`src/hw/coc_pkg.sv`:
```
// coc_pkg: constants and state type shared by the compare output channel files.
// assumes a 16-bit register view reached through a small indexed port.
package coc_pkg;

    localparam int DW = 16;

    // register indices
    localparam logic [2:0] REG_CTRL1 = 3'h0;
    localparam logic [2:0] REG_CTRL2 = 3'h1;
    localparam logic [2:0] REG_PRI   = 3'h2;
    localparam logic [2:0] REG_SEC   = 3'h3;
    localparam logic [2:0] REG_TMR   = 3'h4;

    // second control register fields
    localparam int C2_LATCH   = 15;
    localparam int C2_FLVL    = 14;
    localparam int C2_FTRI    = 13;
    localparam int C2_INV     = 12;
    localparam int C2_CASC    = 8;
    localparam int C2_TRIG    = 7;
    localparam int C2_TSTAT   = 6;
    localparam int C2_PTRI    = 5;
    localparam int C2_SEL_LSB = 0;
    localparam int SEL_W      = 5;
    localparam logic [15:0] CTRL2_RST   = 16'h000c;
    localparam logic [15:0] CTRL2_WMASK = 16'hf1ff;

    // first control register fields
    localparam int C1_MODE_LSB = 0;
    localparam int MODE_W      = 3;
    localparam int C1_FEN      = 3;
    localparam int C1_FFLAG    = 4;

    // source select codes with a fixed meaning
    localparam logic [4:0] SRC_NONE_LO = 5'h00;
    localparam logic [4:0] SRC_NONE_HI = 5'h1f;

    typedef enum logic [2:0] {
        MODE_OFF     = 3'b000,
        MODE_SS_HIGH = 3'b001,
        MODE_SS_LOW  = 3'b010,
        MODE_TOGGLE  = 3'b011,
        MODE_DBL_SS  = 3'b100,
        MODE_DBL_CON = 3'b101,
        MODE_EDGE    = 3'b110,
        MODE_CENTER  = 3'b111
    } coc_mode_t;

    typedef struct packed {
        logic [DW-1:0] ctrl2;
        coc_mode_t     mode;
        logic          fault_en;
        logic          fault_flag;
        logic          fault_act;
        logic [DW-1:0] pri;
        logic [DW-1:0] sec;
        logic [DW-1:0] timer;
        logic          pwm;
        logic          oc;
        logic          oe;
        logic          trig_out;
        logic          carry;
        logic [DW-1:0] rdata;
    } coc_state_t;

endpackage : coc_pkg

```
`src/hw/coc_source_mux.sv`:
```
// coc_source_mux: picks one sync/trigger event out of the on-chip sources, taking only this channel's bit of seq_i.
// assumes every source is a one-cycle event pulse synchronous to the core clock.
module coc_source_mux #(
    parameter int CH_IDX = 0
) (
    // selection
    input  wire logic [4:0] sel_i,
    // sources
    input  wire logic [3:0] oc_trig_i,
    input  wire logic [3:0] seq_i,
    input  wire logic [4:0] timer_i,
    input  wire logic [3:0] capture_i,
    input  wire logic [2:0] cmp_i,
    input  wire logic       adc_i,
    input  wire logic       charge_time_unit_i,
    input  wire logic [1:0] irq_i,
    // result
    output logic            evt_o
);
    logic [31:0] table_w;
    logic [3:0]  oc_own_w;

    // a channel never hears its own trigger-out, so a bad select cannot self-loop
    genvar g;
    generate
        for (g = 0; g < 4; g++)
        begin : g_own
            assign oc_own_w[g] = (g == CH_IDX) ? 1'b0 : oc_trig_i[g];
        end
    endgenerate

    assign table_w = {1'b0, irq_i[1], irq_i[0], charge_time_unit_i, adc_i, cmp_i[2:0],
                      4'h0, capture_i[3:0], timer_i[4:0],
                      seq_i[CH_IDX],
                      5'h00, oc_own_w[3:0],
                      1'b0};
    assign evt_o = table_w[sel_i];

endmodule : coc_source_mux

```
`src/hw/coc_channel.sv`:
```
// coc_channel: one output compare channel with its second control stage.
// assumes synchronous inputs, event pulses of one cycle, and a register port
// whose read data appear one cycle after the read strobe.
module coc_channel #(
    parameter int CH_IDX = 0
) (
    // clock and reset
    input  wire logic        core_clk_i,
    input  wire logic        rst_b_i,
    // register port
    input  wire logic [2:0]  reg_addr_i,
    input  wire logic [15:0] reg_wdata_i,
    input  wire logic        reg_wr_i,
    input  wire logic        reg_rd_i,
    output logic      [15:0] reg_rdata_o,
    // fault and cascade
    input  wire logic        fault_i,
    input  wire logic        cascade_carry_i,
    // sync and trigger sources
    input  wire logic [3:0]  oc_trig_i,
    input  wire logic [3:0]  seq_i,
    input  wire logic [4:0]  timer_i,
    input  wire logic [3:0]  capture_i,
    input  wire logic [2:0]  cmp_i,
    input  wire logic        adc_i,
    input  wire logic        charge_time_unit_i,
    input  wire logic [1:0]  irq_i,
    // compare pin and events
    output logic             oc_o,
    output logic             oc_oe_o,
    output logic             trig_out_o,
    output logic             carry_o
);
    coc_pkg::coc_state_t q;
    coc_pkg::coc_state_t d;
    logic                src_evt_w;

    coc_source_mux #(
        .CH_IDX    (CH_IDX)
    ) u_mux (
        .sel_i     (q.ctrl2[coc_pkg::C2_SEL_LSB +: coc_pkg::SEL_W]),
        .oc_trig_i (oc_trig_i),
        .seq_i     (seq_i),
        .timer_i   (timer_i),
        .capture_i (capture_i),
        .cmp_i     (cmp_i),
        .adc_i     (adc_i),
        .charge_time_unit_i    (charge_time_unit_i),
        .irq_i     (irq_i),
        .evt_o     (src_evt_w)
    );

    always_comb
    begin
        logic running;
        logic trig_sel;
        logic tick;
        logic period_end;
        logic period_start;
        logic match_pri;
        logic match_sec;
        logic fault_hit;
        logic fault_free;
        running      = 1'b0;
        trig_sel     = 1'b0;
        tick         = 1'b0;
        period_end   = 1'b0;
        period_start = 1'b0;
        match_pri    = 1'b0;
        match_sec    = 1'b0;
        fault_hit    = 1'b0;
        fault_free   = 1'b0;

        d          = q;
        d.trig_out = 1'b0;
        d.carry    = 1'b0;
        d.rdata    = '0;

        running   = (q.mode != coc_pkg::MODE_OFF);
        trig_sel  = q.ctrl2[coc_pkg::C2_TRIG];
        // as the upper half of a pair the timer only steps on the lower half's wrap
        tick      = q.ctrl2[coc_pkg::C2_CASC] ? cascade_carry_i : 1'b1;
        match_pri = (q.timer == q.pri);
        match_sec = (q.timer == q.sec);
        period_end = running && tick && match_sec;

        // software writes
        if (reg_wr_i)
        begin
            case (reg_addr_i)
                coc_pkg::REG_CTRL1:
                begin
                    d.mode     = coc_pkg::coc_mode_t'(reg_wdata_i[coc_pkg::C1_MODE_LSB +: coc_pkg::MODE_W]);
                    d.fault_en = reg_wdata_i[coc_pkg::C1_FEN];
                    if (!reg_wdata_i[coc_pkg::C1_FFLAG])
                        d.fault_flag = 1'b0;
                    d.pwm = (coc_pkg::coc_mode_t'(reg_wdata_i[coc_pkg::C1_MODE_LSB +: coc_pkg::MODE_W])
                             == coc_pkg::MODE_SS_LOW);
                end
                coc_pkg::REG_CTRL2: d.ctrl2 = reg_wdata_i & coc_pkg::CTRL2_WMASK;
                coc_pkg::REG_PRI:   d.pri   = reg_wdata_i;
                coc_pkg::REG_SEC:   d.sec   = reg_wdata_i;
                default:            d.rdata = '0;
            endcase
        end

        // hardware set of the trigger flag wins over a software clear
        if (running && trig_sel && src_evt_w)
            d.ctrl2[coc_pkg::C2_TSTAT] = 1'b1;

        // channel timer
        if (!running)
            d.timer = '0;
        else if (trig_sel && !q.ctrl2[coc_pkg::C2_TSTAT])
            d.timer = '0;
        else if (!trig_sel && src_evt_w)
        begin
            d.timer      = '0;
            period_start = 1'b1;
        end
        else if (tick)
        begin
            if (match_sec)
            begin
                d.timer      = '0;
                period_start = 1'b1;
            end
            else
                d.timer = q.timer + 16'h0001;
        end

        d.carry    = period_end;
        // a channel being switched off pulses its trigger-out once
        d.trig_out = period_end || (running && d.mode == coc_pkg::MODE_OFF);

        // compare logic, only on a timer step
        if (running && tick && !(trig_sel && !q.ctrl2[coc_pkg::C2_TSTAT]))
        begin
            case (q.mode)
                coc_pkg::MODE_SS_HIGH: if (match_pri) d.pwm = 1'b1;
                coc_pkg::MODE_SS_LOW:  if (match_pri) d.pwm = 1'b0;
                coc_pkg::MODE_TOGGLE:  if (match_pri) d.pwm = !q.pwm;
                coc_pkg::MODE_EDGE:
                begin
                    if (match_pri)
                        d.pwm = 1'b0;
                    else if (q.timer == 16'h0000)
                        d.pwm = 1'b1;
                end
                coc_pkg::MODE_DBL_SS,
                coc_pkg::MODE_DBL_CON,
                coc_pkg::MODE_CENTER:
                begin
                    if (match_pri)
                        d.pwm = 1'b1;
                    else if (match_sec)
                        d.pwm = 1'b0;
                end
                default: d.pwm = 1'b0;
            endcase
        end
        else if (!running)
            d.pwm = 1'b0;

        // fault handling; the hardware set of the flag wins over the clear
        fault_hit = fault_i && q.fault_en;
        if (fault_hit)
            d.fault_flag = 1'b1;
        fault_free = !q.ctrl2[coc_pkg::C2_LATCH] || !q.fault_flag;
        if (fault_hit)
            d.fault_act = 1'b1;
        else if (q.fault_act && period_start && fault_free)
            d.fault_act = 1'b0;

        // pin: fault overrides the inverted compare level
        if (q.fault_act)
            d.oc = q.ctrl2[coc_pkg::C2_FLVL];
        else
            d.oc = q.pwm ^ q.ctrl2[coc_pkg::C2_INV];
        d.oe = !(q.ctrl2[coc_pkg::C2_PTRI] || (q.fault_act && q.ctrl2[coc_pkg::C2_FTRI]));

        // register reads
        if (reg_rd_i)
        begin
            case (reg_addr_i)
                coc_pkg::REG_CTRL1: d.rdata = {11'h000, q.fault_flag, q.fault_en, q.mode};
                coc_pkg::REG_CTRL2: d.rdata = q.ctrl2;
                coc_pkg::REG_PRI:   d.rdata = q.pri;
                coc_pkg::REG_SEC:   d.rdata = q.sec;
                coc_pkg::REG_TMR:   d.rdata = q.timer;
                default:            d.rdata = '0;
            endcase
        end
    end

    always_ff @(posedge core_clk_i)
    begin
        if (!rst_b_i)
        begin
            q       <= '0;
            q.ctrl2 <= coc_pkg::CTRL2_RST;
            q.oe    <= 1'b1;
        end
        else
            q <= d;
    end

    assign reg_rdata_o = q.rdata;
    assign oc_o        = q.oc;
    assign oc_oe_o     = q.oe;
    assign trig_out_o  = q.trig_out;
    assign carry_o     = q.carry;

    // checks
    a_fault_level:
    assert property (@(posedge core_clk_i) disable iff (!rst_b_i)
        q.fault_act ##1 1'b1 |-> oc_o == $past(q.ctrl2[coc_pkg::C2_FLVL]))
        else $error("fault level not driven");

    a_fault_float:
    assert property (@(posedge core_clk_i) disable iff (!rst_b_i)
        q.fault_act && q.ctrl2[coc_pkg::C2_FTRI] |=> !oc_oe_o)
        else $error("pin not floated on fault");

    a_pin_float:
    assert property (@(posedge core_clk_i) disable iff (!rst_b_i)
        q.ctrl2[coc_pkg::C2_PTRI] |=> !oc_oe_o)
        else $error("pin not floated");

    a_invert_path:
    assert property (@(posedge core_clk_i) disable iff (!rst_b_i)
        !q.fault_act && !q.ctrl2[coc_pkg::C2_PTRI] |=> oc_oe_o && oc_o == ($past(q.pwm) ^ $past(q.ctrl2[coc_pkg::C2_INV])))
        else $error("compare level or inversion wrong");

    a_trig_hold:
    assert property (@(posedge core_clk_i) disable iff (!rst_b_i)
        q.ctrl2[coc_pkg::C2_TRIG] && !q.ctrl2[coc_pkg::C2_TSTAT] |=> q.timer == 16'h0000)
        else $error("timer ran before trigger");

    a_trig_set:
    assert property (@(posedge core_clk_i) disable iff (!rst_b_i)
        q.mode != coc_pkg::MODE_OFF && q.ctrl2[coc_pkg::C2_TRIG] && src_evt_w |=> q.ctrl2[coc_pkg::C2_TSTAT])
        else $error("trigger flag not set");

    a_off_pulse:
    assert property (@(posedge core_clk_i) disable iff (!rst_b_i)
        $past(q.mode) != coc_pkg::MODE_OFF && q.mode == coc_pkg::MODE_OFF |-> trig_out_o)
        else $error("no trigger-out on switch off");

    a_edge_rise:
    assert property (@(posedge core_clk_i) disable iff (!rst_b_i)
        q.mode == coc_pkg::MODE_EDGE && !q.ctrl2[coc_pkg::C2_CASC] && !q.ctrl2[coc_pkg::C2_TRIG]
        && q.timer == 16'h0000 && q.pri != 16'h0000 && !reg_wr_i |=> q.pwm)
        else $error("edge pwm did not rise at zero");

    a_latch_hold:
    assert property (@(posedge core_clk_i) disable iff (!rst_b_i)
        q.fault_act && q.ctrl2[coc_pkg::C2_LATCH] && q.fault_flag |=> q.fault_act)
        else $error("latched fault released with flag set");

    a_none_src:
    assert property (@(posedge core_clk_i) disable iff (!rst_b_i)
        q.ctrl2[coc_pkg::C2_SEL_LSB +: coc_pkg::SEL_W] == coc_pkg::SRC_NONE_LO |-> !src_evt_w)
        else $error("event with no source selected");

    a_cascade_hold:
    assert property (@(posedge core_clk_i) disable iff (!rst_b_i)
        q.ctrl2[coc_pkg::C2_CASC] && !cascade_carry_i && !src_evt_w
        |=> q.timer == $past(q.timer) || q.timer == 16'h0000)
        else $error("cascaded timer stepped without carry");

    c_trig_run:
    cover property (@(posedge core_clk_i) disable iff (!rst_b_i)
        !q.ctrl2[coc_pkg::C2_TSTAT] ##1 q.ctrl2[coc_pkg::C2_TSTAT] && q.ctrl2[coc_pkg::C2_TRIG]);

    c_fault_exit:
    cover property (@(posedge core_clk_i) disable iff (!rst_b_i)
        q.fault_act ##1 !q.fault_act);

    c_switch_off:
    cover property (@(posedge core_clk_i) disable iff (!rst_b_i)
        q.mode != coc_pkg::MODE_OFF ##1 q.mode == coc_pkg::MODE_OFF);

    c_edge_cycle:
    cover property (@(posedge core_clk_i) disable iff (!rst_b_i)
        q.mode == coc_pkg::MODE_EDGE && !q.pwm ##1 q.pwm);

endmodule : coc_channel

```
`config.mk`:
```
export PLATFORM = sky130hd
export DESIGN_NAME = coc_channel
export DESIGN_NICKNAME = d
export VERILOG_FILES = /design/src/hw/coc_pkg.sv /design/src/hw/coc_source_mux.sv /design/src/hw/coc_channel.sv
export SDC_FILE = /design/constraint.sdc
export NUM_CORES = 1
export LEC_CHECK = 0
export BUFFER_PORTS_ARGS = -buffer_cell sky130_fd_sc_hd__clkbuf_2
export CORE_AREA = 4 4 129 131
export DETAILED_ROUTE_END_ITERATION = 6
export DIE_AREA = 0 0 133 135
export PLACE_DENSITY = 0.54
export SYNTH_ARGS = -nofsm -noshare
export SYNTH_HDL_FRONTEND = slang
export SYNTH_HIERARCHICAL = 1
export SYNTH_SLANG_ARGS = --single-unit
```
`constraint.sdc`:
```
create_clock -name core_clk_i -period 2 [get_ports core_clk_i]
set_input_delay 0.3 -clock core_clk_i [delete_from_list [all_inputs] [get_ports core_clk_i]]
set_output_delay 0.3 -clock core_clk_i [all_outputs]
set_load 0.005 [all_outputs]
```
==> After elaboration in Yosys (flattened, before gate mapping) <==
Index checks and enable logic that the tools add are counted.
W data, S select, Z words.
{ "totals": {"out_inout_bits": 20, "in_bits": 49, "regBits": 88, "elab_cells": 106} }
{ "classes": {"n_mux": 31, "bitwise": 3, "add_sub_neg": 1, "order_cmp": 1, "reduce_logical": 40, "n_eq_ne": 15} }
{ "op_table": {"columns": ["op", "n"], "rows": [
  ["$pmux W16 S5", 1],
  ["$eq A16 B16 Y1", 2],
  ["$mux W1", 24],
  ["$add A16 B1 Y16 const B", 1],
  ["$logic_not A16 Y1", 1],
  ["$mux W16", 1],
  ["$eq A3 B2 Y1 const B", 5],
  ["$eq A3 B3 Y1 const B", 5],
  ["$logic_and A1 B1 Y1", 12],
  ["$mux W12", 1],
  ["$reduce_and A2 Y1", 6],
  ["$reduce_bool A2 Y1", 5],
  ["$logic_not A1 Y1", 7],
  ["$mux W7", 1],
  ["$eq A3 B1 Y1 const B", 2],
  ["$logic_not A3 Y1", 2],
  ["$lt A5 B6 Y1 const B", 1],
  ["$bmux W1 S5", 1],
  ["$mux W5", 1],
  ["$pmux W1 S5", 1],
  ["$reduce_or A4 Y1", 1],
  ["$logic_or A1 B1 Y1", 3],
  ["$reduce_and A3 Y1", 1],
  ["$reduce_bool A3 Y1", 1],
  ["other kinds (4)", 5]
]} }

==> Logic depth before layout (Yosys ltp) <==
Gate-level depths: netlist (run 1).
{ "depth": {"word_depth": 10, "mapped_depth": 9, "depth_no_buf": 8} }

==> Modules after synthesis <==
Netlist (run 1), hierarchy kept.
{ "by_module_without_submodules": {"columns": ["mod", "seq_area_each_um2", "n_inst", "area_per_inst_um2", "cells_each"], "rows": [
  ["coc_channel", 1761.7, 1, 4327.9, 531],
  ["coc_source_mux", 0.0, 1, 229.0, 27]
]} }

==> Least setup slack after synthesis (run 1) <==
No wires, ideal clock.
{ "synth_path": {"kind": "reg2reg", "start": "register q[76] in the netlist's numbering", "end": "register q[32] in the netlist's numbering", "path_stages_with_launch": 10, "synth_period_minus_slack_ps": 1996, "n_path_buf": 2, "t_arrival_ps": 1881, "required_ps": 1885, "setup_ps": 115, "path_slack_ps": 4, "cell_sequence": "dfxtp_1 buf_2 nor2b_1 a221o_1 a211oi_2 o22a_1 inv_1 o211ai_1 buf_4 nor2_1"} }
{ "synth_between": {"elab_chain_cells": 4} }
{ "synth_rtl": {"columns": ["element", "line_no", "source"], "rows": [
  ["start, declared", "coc_channel.sv:34", "coc_pkg::coc_state_t q;"],
  ["$bmux W1 S5", "coc_source_mux.sv:37", "assign evt_o = table_w[sel_i];"],
  ["$mux W1 (implied by the code)", "coc_source_mux.sv:37", null],
  ["via src_evt_w", "coc_channel.sv:36", "logic src_evt_w;"],
  ["$logic_and A1 B1 Y1", "coc_channel.sv:116", "else if (!trig_sel && src_evt_w)"],
  ["$reduce_or A4 Y1 (no source line)", null, null]
]} }
The timed path passes the listed nets, and every way through them passes these cells. The select of a mux whose other input is x is not followed.
A chain may end at the register's enable or synchronous reset.

==> Final worst setup path (run 1) <==
{ "layout_path": {"start": "register q[75] in the netlist's numbering", "end": "register q[35] in the netlist's numbering"} }
The elaborated chain is that of the path after synthesis.

==> impl_metrics.env, run 1 <==
export IMPL_outcome="finished, violations left"
export IMPL_violations="setup timing"
export IMPL_ios=69
export IMPL_dp_hpwl_um=10100
export IMPL_cp_end_kind="register"
export IMPL_path_class="reg -> reg"
export IMPL_holdWs_ns=0.201
export IMPL_fin_crit_ns=2.01
export IMPL_h_tree_depth=3
export IMPL_yosys_area_top_type="dfxtp_1"
export IMPL_numPortBuffers=64
export IMPL_syn_inst=558
export IMPL_ys_warnings_count=6
export IMPL_clk_pin_slew_ns=0.06
export IMPL_numCtsBuffers=9
export IMPL_clock_sinks=88
export IMPL_totalWireLength_um=13300
export IMPL_ys_top_cells_by_area="dfxtp_1 (39%), nand2_1 (8.6%), xnor2_1 (7.5%)"
export IMPL_routedWlPerCell_um=16.0
export IMPL_max_cap_viol_count=0
export IMPL_path_cells="buf_6, mux2i_1, a221o_1, a211oi_2, o22a_1, inv_2, o211ai_1, buf_4, buf_8, nor2_1"
export IMPL_gp_congestion=0.845
export IMPL_start_util_pct=29.2
export IMPL_required_ns=2.23
export IMPL_antenna_found_initial=0
export IMPL_ys_ff_latch=88
export IMPL_fp_row_count=46
export IMPL_critPathArrivalTime_ns=2.23
export IMPL_clock_latency_ns=0.34
export IMPL_vias=3987
export IMPL_preCtsSetupSlack_ns=-0.0618
export IMPL_fin_crit_sh_pct=100
export IMPL_avgSynthCellArea_um2=8.17
export IMPL_ys_seq_area_share_pct=38.7
export IMPL_ys_top_cells_by_count="nand2_1 (105), dfxtp_1 (88), nor2_1 (62), xnor2_1 (39), clkbuf_1 (30)"
export IMPL_max_slew_margin_pct=56.1
export IMPL_fmax_ghz=0.499
export IMPL_die_x_um=133
export IMPL_grt_max_degree=28
export IMPL_synth_area_um2=4560
export IMPL_synth_most_common_cell="nand2_1"
export IMPL_routed_via_density=4.77
export IMPL_rsz0062_at_grt="yes"
export IMPL_slowest_delay_ns=0.36
export IMPL_max_slew_worst_pin_slew_ns=0.656
export IMPL_pwr_density_cell_nw_per_um2=697
export IMPL_coreArea_um2=15600
export IMPL_grt_pass1_vias=3964
export IMPL_fin_util_pct=35.2
export IMPL_first_pass_iters=5
export IMPL_dpl_cell_area_um2=5100
export IMPL_synth_edff_count=0
export IMPL_track_usage_pct=15.0
export IMPL_skew_ns=0.00606
export IMPL_setup_tns_ns=-0.0231
export IMPL_critPathMaxFanout=8
export IMPL_ir_drop_mv=0.339
export IMPL_netlist_area_leader_share_pct=38.7
export IMPL_drc=0
export IMPL_die_area_um2=18000
export IMPL_num_antenna_cells=0
export IMPL_drv_slew=0
export IMPL_fillers=1646
export IMPL_hold_viol=0
export IMPL_slowest_stage="dfxtp_4"
export IMPL_fin_ws_ns=-0.00547
export IMPL_hold_class="in -> reg"
export IMPL_area_growth_pct=20.3
export IMPL_finalSetupViolCount=7
export IMPL_die_h_um=135
export IMPL_synthFlopType="dfxtp_1"
export IMPL_max_clock_path_buffers=2
export IMPL_root_buffer="clkbuf_16"
export IMPL_drive_gt1_share_pct=22.3
export IMPL_tritoncts="done"
export IMPL_grt_pass1_wl_um=21400
export IMPL_async_flop_share_pct=0
export IMPL_cts_hold_buffers=0
export IMPL_synth_nets=609
export IMPL_ant_nets=0
export IMPL_gr_total_overflow=0
export IMPL_fin_area_um2=5480
export IMPL_leakage_uw=0.00204
export IMPL_drtIter0Drc=184
export IMPL_critPathLaunchType="register"
export IMPL_nNetsFinal=666
export IMPL_synth_cell_types=53
-- final timing paths --
kind,from,to,slack [ns],cells past startpoint
worst min register to register,q[62]$_SDFFE_PN0P_,q[62]$_SDFFE_PN0P_,0.48,2
worst max-delay path,q[75]$_SDFFE_PN0P_,q[35]$_SDFFE_PP0N_,-0.005,10
worst min-delay path,reg_wdata_i[11],q[48]$_SDFFE_PN0P_,0.20,3
worst max register to register,q[75]$_SDFFE_PN0P_,q[35]$_SDFFE_PP0N_,-0.005,10
-- per-stage QoR --
stage,power (uW),std cells
final,3820,835
after global routing,3980,835
after CTS,3850,832
after detailed placement,2180,815
after global placement,2180,815
after floorplan,2030,558
-- cell type report --
| cell class | count | area (um2) | area share [%] |
|---|---|---|---|
| tap | 216 | 270 | 4.93 |
| inverter | 8 | 30.0 | 0.548 |
| timing repair buffer | 105 | 643 | 11.7 |
| sequential | 88 | 1770 | 32.2 |
| multi-input combinational | 403 | 2480 | 45.3 |
| clock buffer | 12 | 246 | 4.50 |
| clock inverter | 3 | 42.5 | 0.776 |
-- sequential cells by signal (all words and copies together), names as in the netlist --
signal and count:
oc_o 1, carry_o 1, oc_oe_o 1, q 68, reg_rdata_o 16, trig_out_o 1
-- kinds of logic after synthesis --
group,count (synthesis),share of synthesized area [%]
muxes,25,6.04
DFF,88,38.7
AOI/OAI and AO/OA,100,15.3
buffers and inverters,67,7.63
adders and majority gates,2,0.549
xor gates and xnor gates,48,9.23
and+or+nand+nor,228,22.6
-- cells in the final DEF (no fill, tap or decap), drive strengths merged, types with 2 or more instances in the layout --
cell type	count
nand4	13
dfxtp	88
nand3b	2
and2	4
nor4	3
a21oi	26
nor2	63
nor3b	5
xnor2	39
o22a	6
a22oi	8
a21boi	33
o21ai	6
clkbuf	76
mux2i	20
nand2	105
a31oi	2
nor3	2
xor2	9
a211oi	2
a221oi	8
ha	2
buf	41
mux2	4
nand2b	4
nor2b	6
nand3	11
inv	8
and3	2
or4	3
-- routing by layer --
| metal | up-vias | routed length [um] | global-route usage [%] |
|---|---|---|---|
| li1 | 1984 | - | - |
| met5 | - | 0 | 0 |
| met3 | 20 | 656 | 2.24 |
| met1 | 1872 | 6070 | 20.3 |
| met2 | 111 | 6370 | 24.3 |
| met4 | 0 | 223 | 5.48 |
-- critical path: cells and delay by family, from the launching register on --
kind	cells	cell delay (ns)
compound gates	4	0.87
buf+inv	4	0.48
flops	1	0.36
mux	1	0.12
simple gates	1	0.05
-- power breakdown --
group | internal, uW | total (uW) | switching [uW]
registers | 1780 | 1810 | 28.7
clock network | 994 | 1660 | 667
logic | 163 | 352 | 189
total | 2930 | 3820 | 885
-- timing repair --
item                                    CTS  global route
hold endpoints to repair                  0             0
pin swaps                                 0             2
setup buffers                             1             3
resized for setup                         6            12
gates cloned                              1             0
endpoints found under the setup margin   16            17
(Power assumes the default switching activity.)
==> run 2: changes to the inputs <==
--- a/config.mk
+++ b/config.mk
@@ -10,6 +10,7 @@
 export DETAILED_ROUTE_END_ITERATION = 6
 export DIE_AREA = 0 0 133 135
 export PLACE_DENSITY = 0.54
+export RECOVER_POWER = 50
 export SYNTH_ARGS = -nofsm -noshare
 export SYNTH_HDL_FRONTEND = slang
 export SYNTH_HIERARCHICAL = 1
==> run 2 against run 1 <==
  * The flow still finishes with violations (setup timing)
  * Via count about the same
  * Die area unchanged
  * Design area down 0.82%
  * Total power about the same
  * Clock power is essentially flat
  * Count of clock-buffer cells in the layout did not move
==> impl_metrics.env, run 2 (synthesis gave the netlist of run 1 again) <==
export IMPL_outcome="finished, violations left"
export IMPL_violations="setup timing"
export IMPL_routedWlPerCell_um=16.1
export IMPL_area_growth_pct=19.3
export IMPL_largest_register_ffs=68
export IMPL_hold_viol=0
export IMPL_grt_pass1_vias=3964
export IMPL_fin_crit_sh_pct=100
export IMPL_totalWireLength_um=13400
export IMPL_ios=69
export IMPL_critPathMaxFanout=8
export IMPL_final_cell_mix="nand2_1 (105), dfxtp_1 (85), nor2_1 (59), clkbuf_2 (50), xnor2_1 (39)"
export IMPL_skew_ns=0.00761
export IMPL_first_pass_iters=5
export IMPL_ir_drop_mv=0.341
export IMPL_die_area_um2=18000
export IMPL_vias=3986
export IMPL_pwr_density_cell_nw_per_um2=703
export IMPL_critPathLaunchType="register"
export IMPL_fp_row_count=46
export IMPL_num_antenna_cells=0
export IMPL_routed_via_density=4.77
export IMPL_fmax_ghz=0.498
export IMPL_gr_total_overflow=0
export IMPL_gp_congestion=0.845
export IMPL_max_cap_viol_count=0
export IMPL_clock_sinks=88
export IMPL_critPathArrivalTime_ns=2.23
export IMPL_top_register="q"
export IMPL_drive_gt1_share_pct=18.9
export IMPL_die_h_um=135
export IMPL_cts_hold_buffers=0
export IMPL_fin_ws_ns=-0.00677
export IMPL_tritoncts="done"
export IMPL_start_util_pct=29.2
export IMPL_required_ns=2.23
export IMPL_dp_hpwl_um=10100
export IMPL_finalSetupViolCount=5
export IMPL_nNetsFinal=666
export IMPL_drc=0
export IMPL_max_clock_path_buffers=2
export IMPL_holdWs_ns=0.200
export IMPL_root_buffer="clkbuf_16"
export IMPL_grt_pass1_wl_um=21400
export IMPL_clk_pin_slew_ns=0.06
export IMPL_path_class="reg -> reg"
export IMPL_fin_crit_ns=2.01
export IMPL_hold_class="in -> reg"
export IMPL_leakage_uw=0.00196
export IMPL_antenna_found_initial=0
export IMPL_drtIter0Drc=189
export IMPL_drv_slew=0
export IMPL_dpl_cell_area_um2=5100
export IMPL_grt_max_degree=28
export IMPL_h_tree_depth=3
export IMPL_numCtsBuffers=9
export IMPL_fin_area_um2=5440
export IMPL_numPortBuffers=64
export IMPL_clock_latency_ns=0.34
export IMPL_rsz0062_at_grt="yes"
export IMPL_cp_end_kind="register"
export IMPL_die_x_um=133
export IMPL_ant_nets=0
export IMPL_final_common_cell="nand2_1"
export IMPL_track_usage_pct=15.0
export IMPL_max_slew_worst_pin_slew_ns=0.927
export IMPL_max_slew_margin_pct=38.2
export IMPL_coreArea_um2=15600
==> run 2: critical path, stage by stage (launching register included) <==
cell,delay [ns]
dfxtp_4,0.36
buf_6,0.13
mux2i_1,0.12
a221o_1,0.33
a211oi_2,0.17
o22a_1,0.22
inv_2,0.05
o211ai_1,0.15
buf_4,0.17
buf_8,0.13
nor2_1,0.06
==> run 2: worst paths after layout <==
| kind | to | from | slack (ns) | cells after the start |
|---|---|---|---|---|
| worst max-delay path | q[35]$_SDFFE_PP0N_ | q[75]$_SDFFE_PN0P_ | -0.007 | 10 |
| worst min-delay path | q[48]$_SDFFE_PN0P_ | reg_wdata_i[11] | 0.20 | 3 |
| worst max register to register | q[35]$_SDFFE_PP0N_ | q[75]$_SDFFE_PN0P_ | -0.007 | 10 |
| worst min register to register | q[52]$_SDFFE_PN0P_ | q[52]$_SDFFE_PN0P_ | 0.49 | 2 |
==> run 2: area by class of cell <==
type / count / area, um2
Tap cell: 216 / 270
Clock inverter: 3 / 42.5
Inverter: 8 / 30.0
Timing Repair Buffer: 105 / 603
Fill cell: 1651 / 10200
Sequential cell: 88 / 1770
Multi-Input combinational cell: 403 / 2480
Clock buffer: 12 / 246
==> run 2: where the power goes <==
part	leakage [uW]	total, uW	switching (uW)	internal [uW]
Sequential	0.000713	1810	28.8	1780
Clock	0.000139	1670	675	994
Combinational	0.00111	348	189	159
==> run 2: what timing repair did <==
action / 4_1_cts / 5_1_grt
gates cloned: 1 / 0
gates resized for setup: 6 / 12
endpoints found under the setup margin: 16 / 17
setup buffers: 1 / 3
pin swaps: 0 / 2
==> run 2: per-stage QoR <==
stage,setup TNS (ns),total power [uW],instances,worst slack (ns),utilization (%)
after detailed placement,-0.940,2180,815,-0.0618,32.7
after floorplan,0,2030,558,0.00380,-
after global placement,0,2180,815,0.00992,32.7
final,-0.0194,3820,835,-0.00677,34.9
after CTS,-0.0129,3850,832,-0.00978,34.8
after global routing,-1.57,3970,835,-0.105,34.9
==> run 2: routing by layer <==
layer	vias to the layer above	part of all wire (%)	GRT usage [%]
met4	0	1.7	5.48
met3	20	4.3	2.24
met5	-	0	0
met2	99	47	24.3
li1	1984	-	-
met1	1883	47	20.3
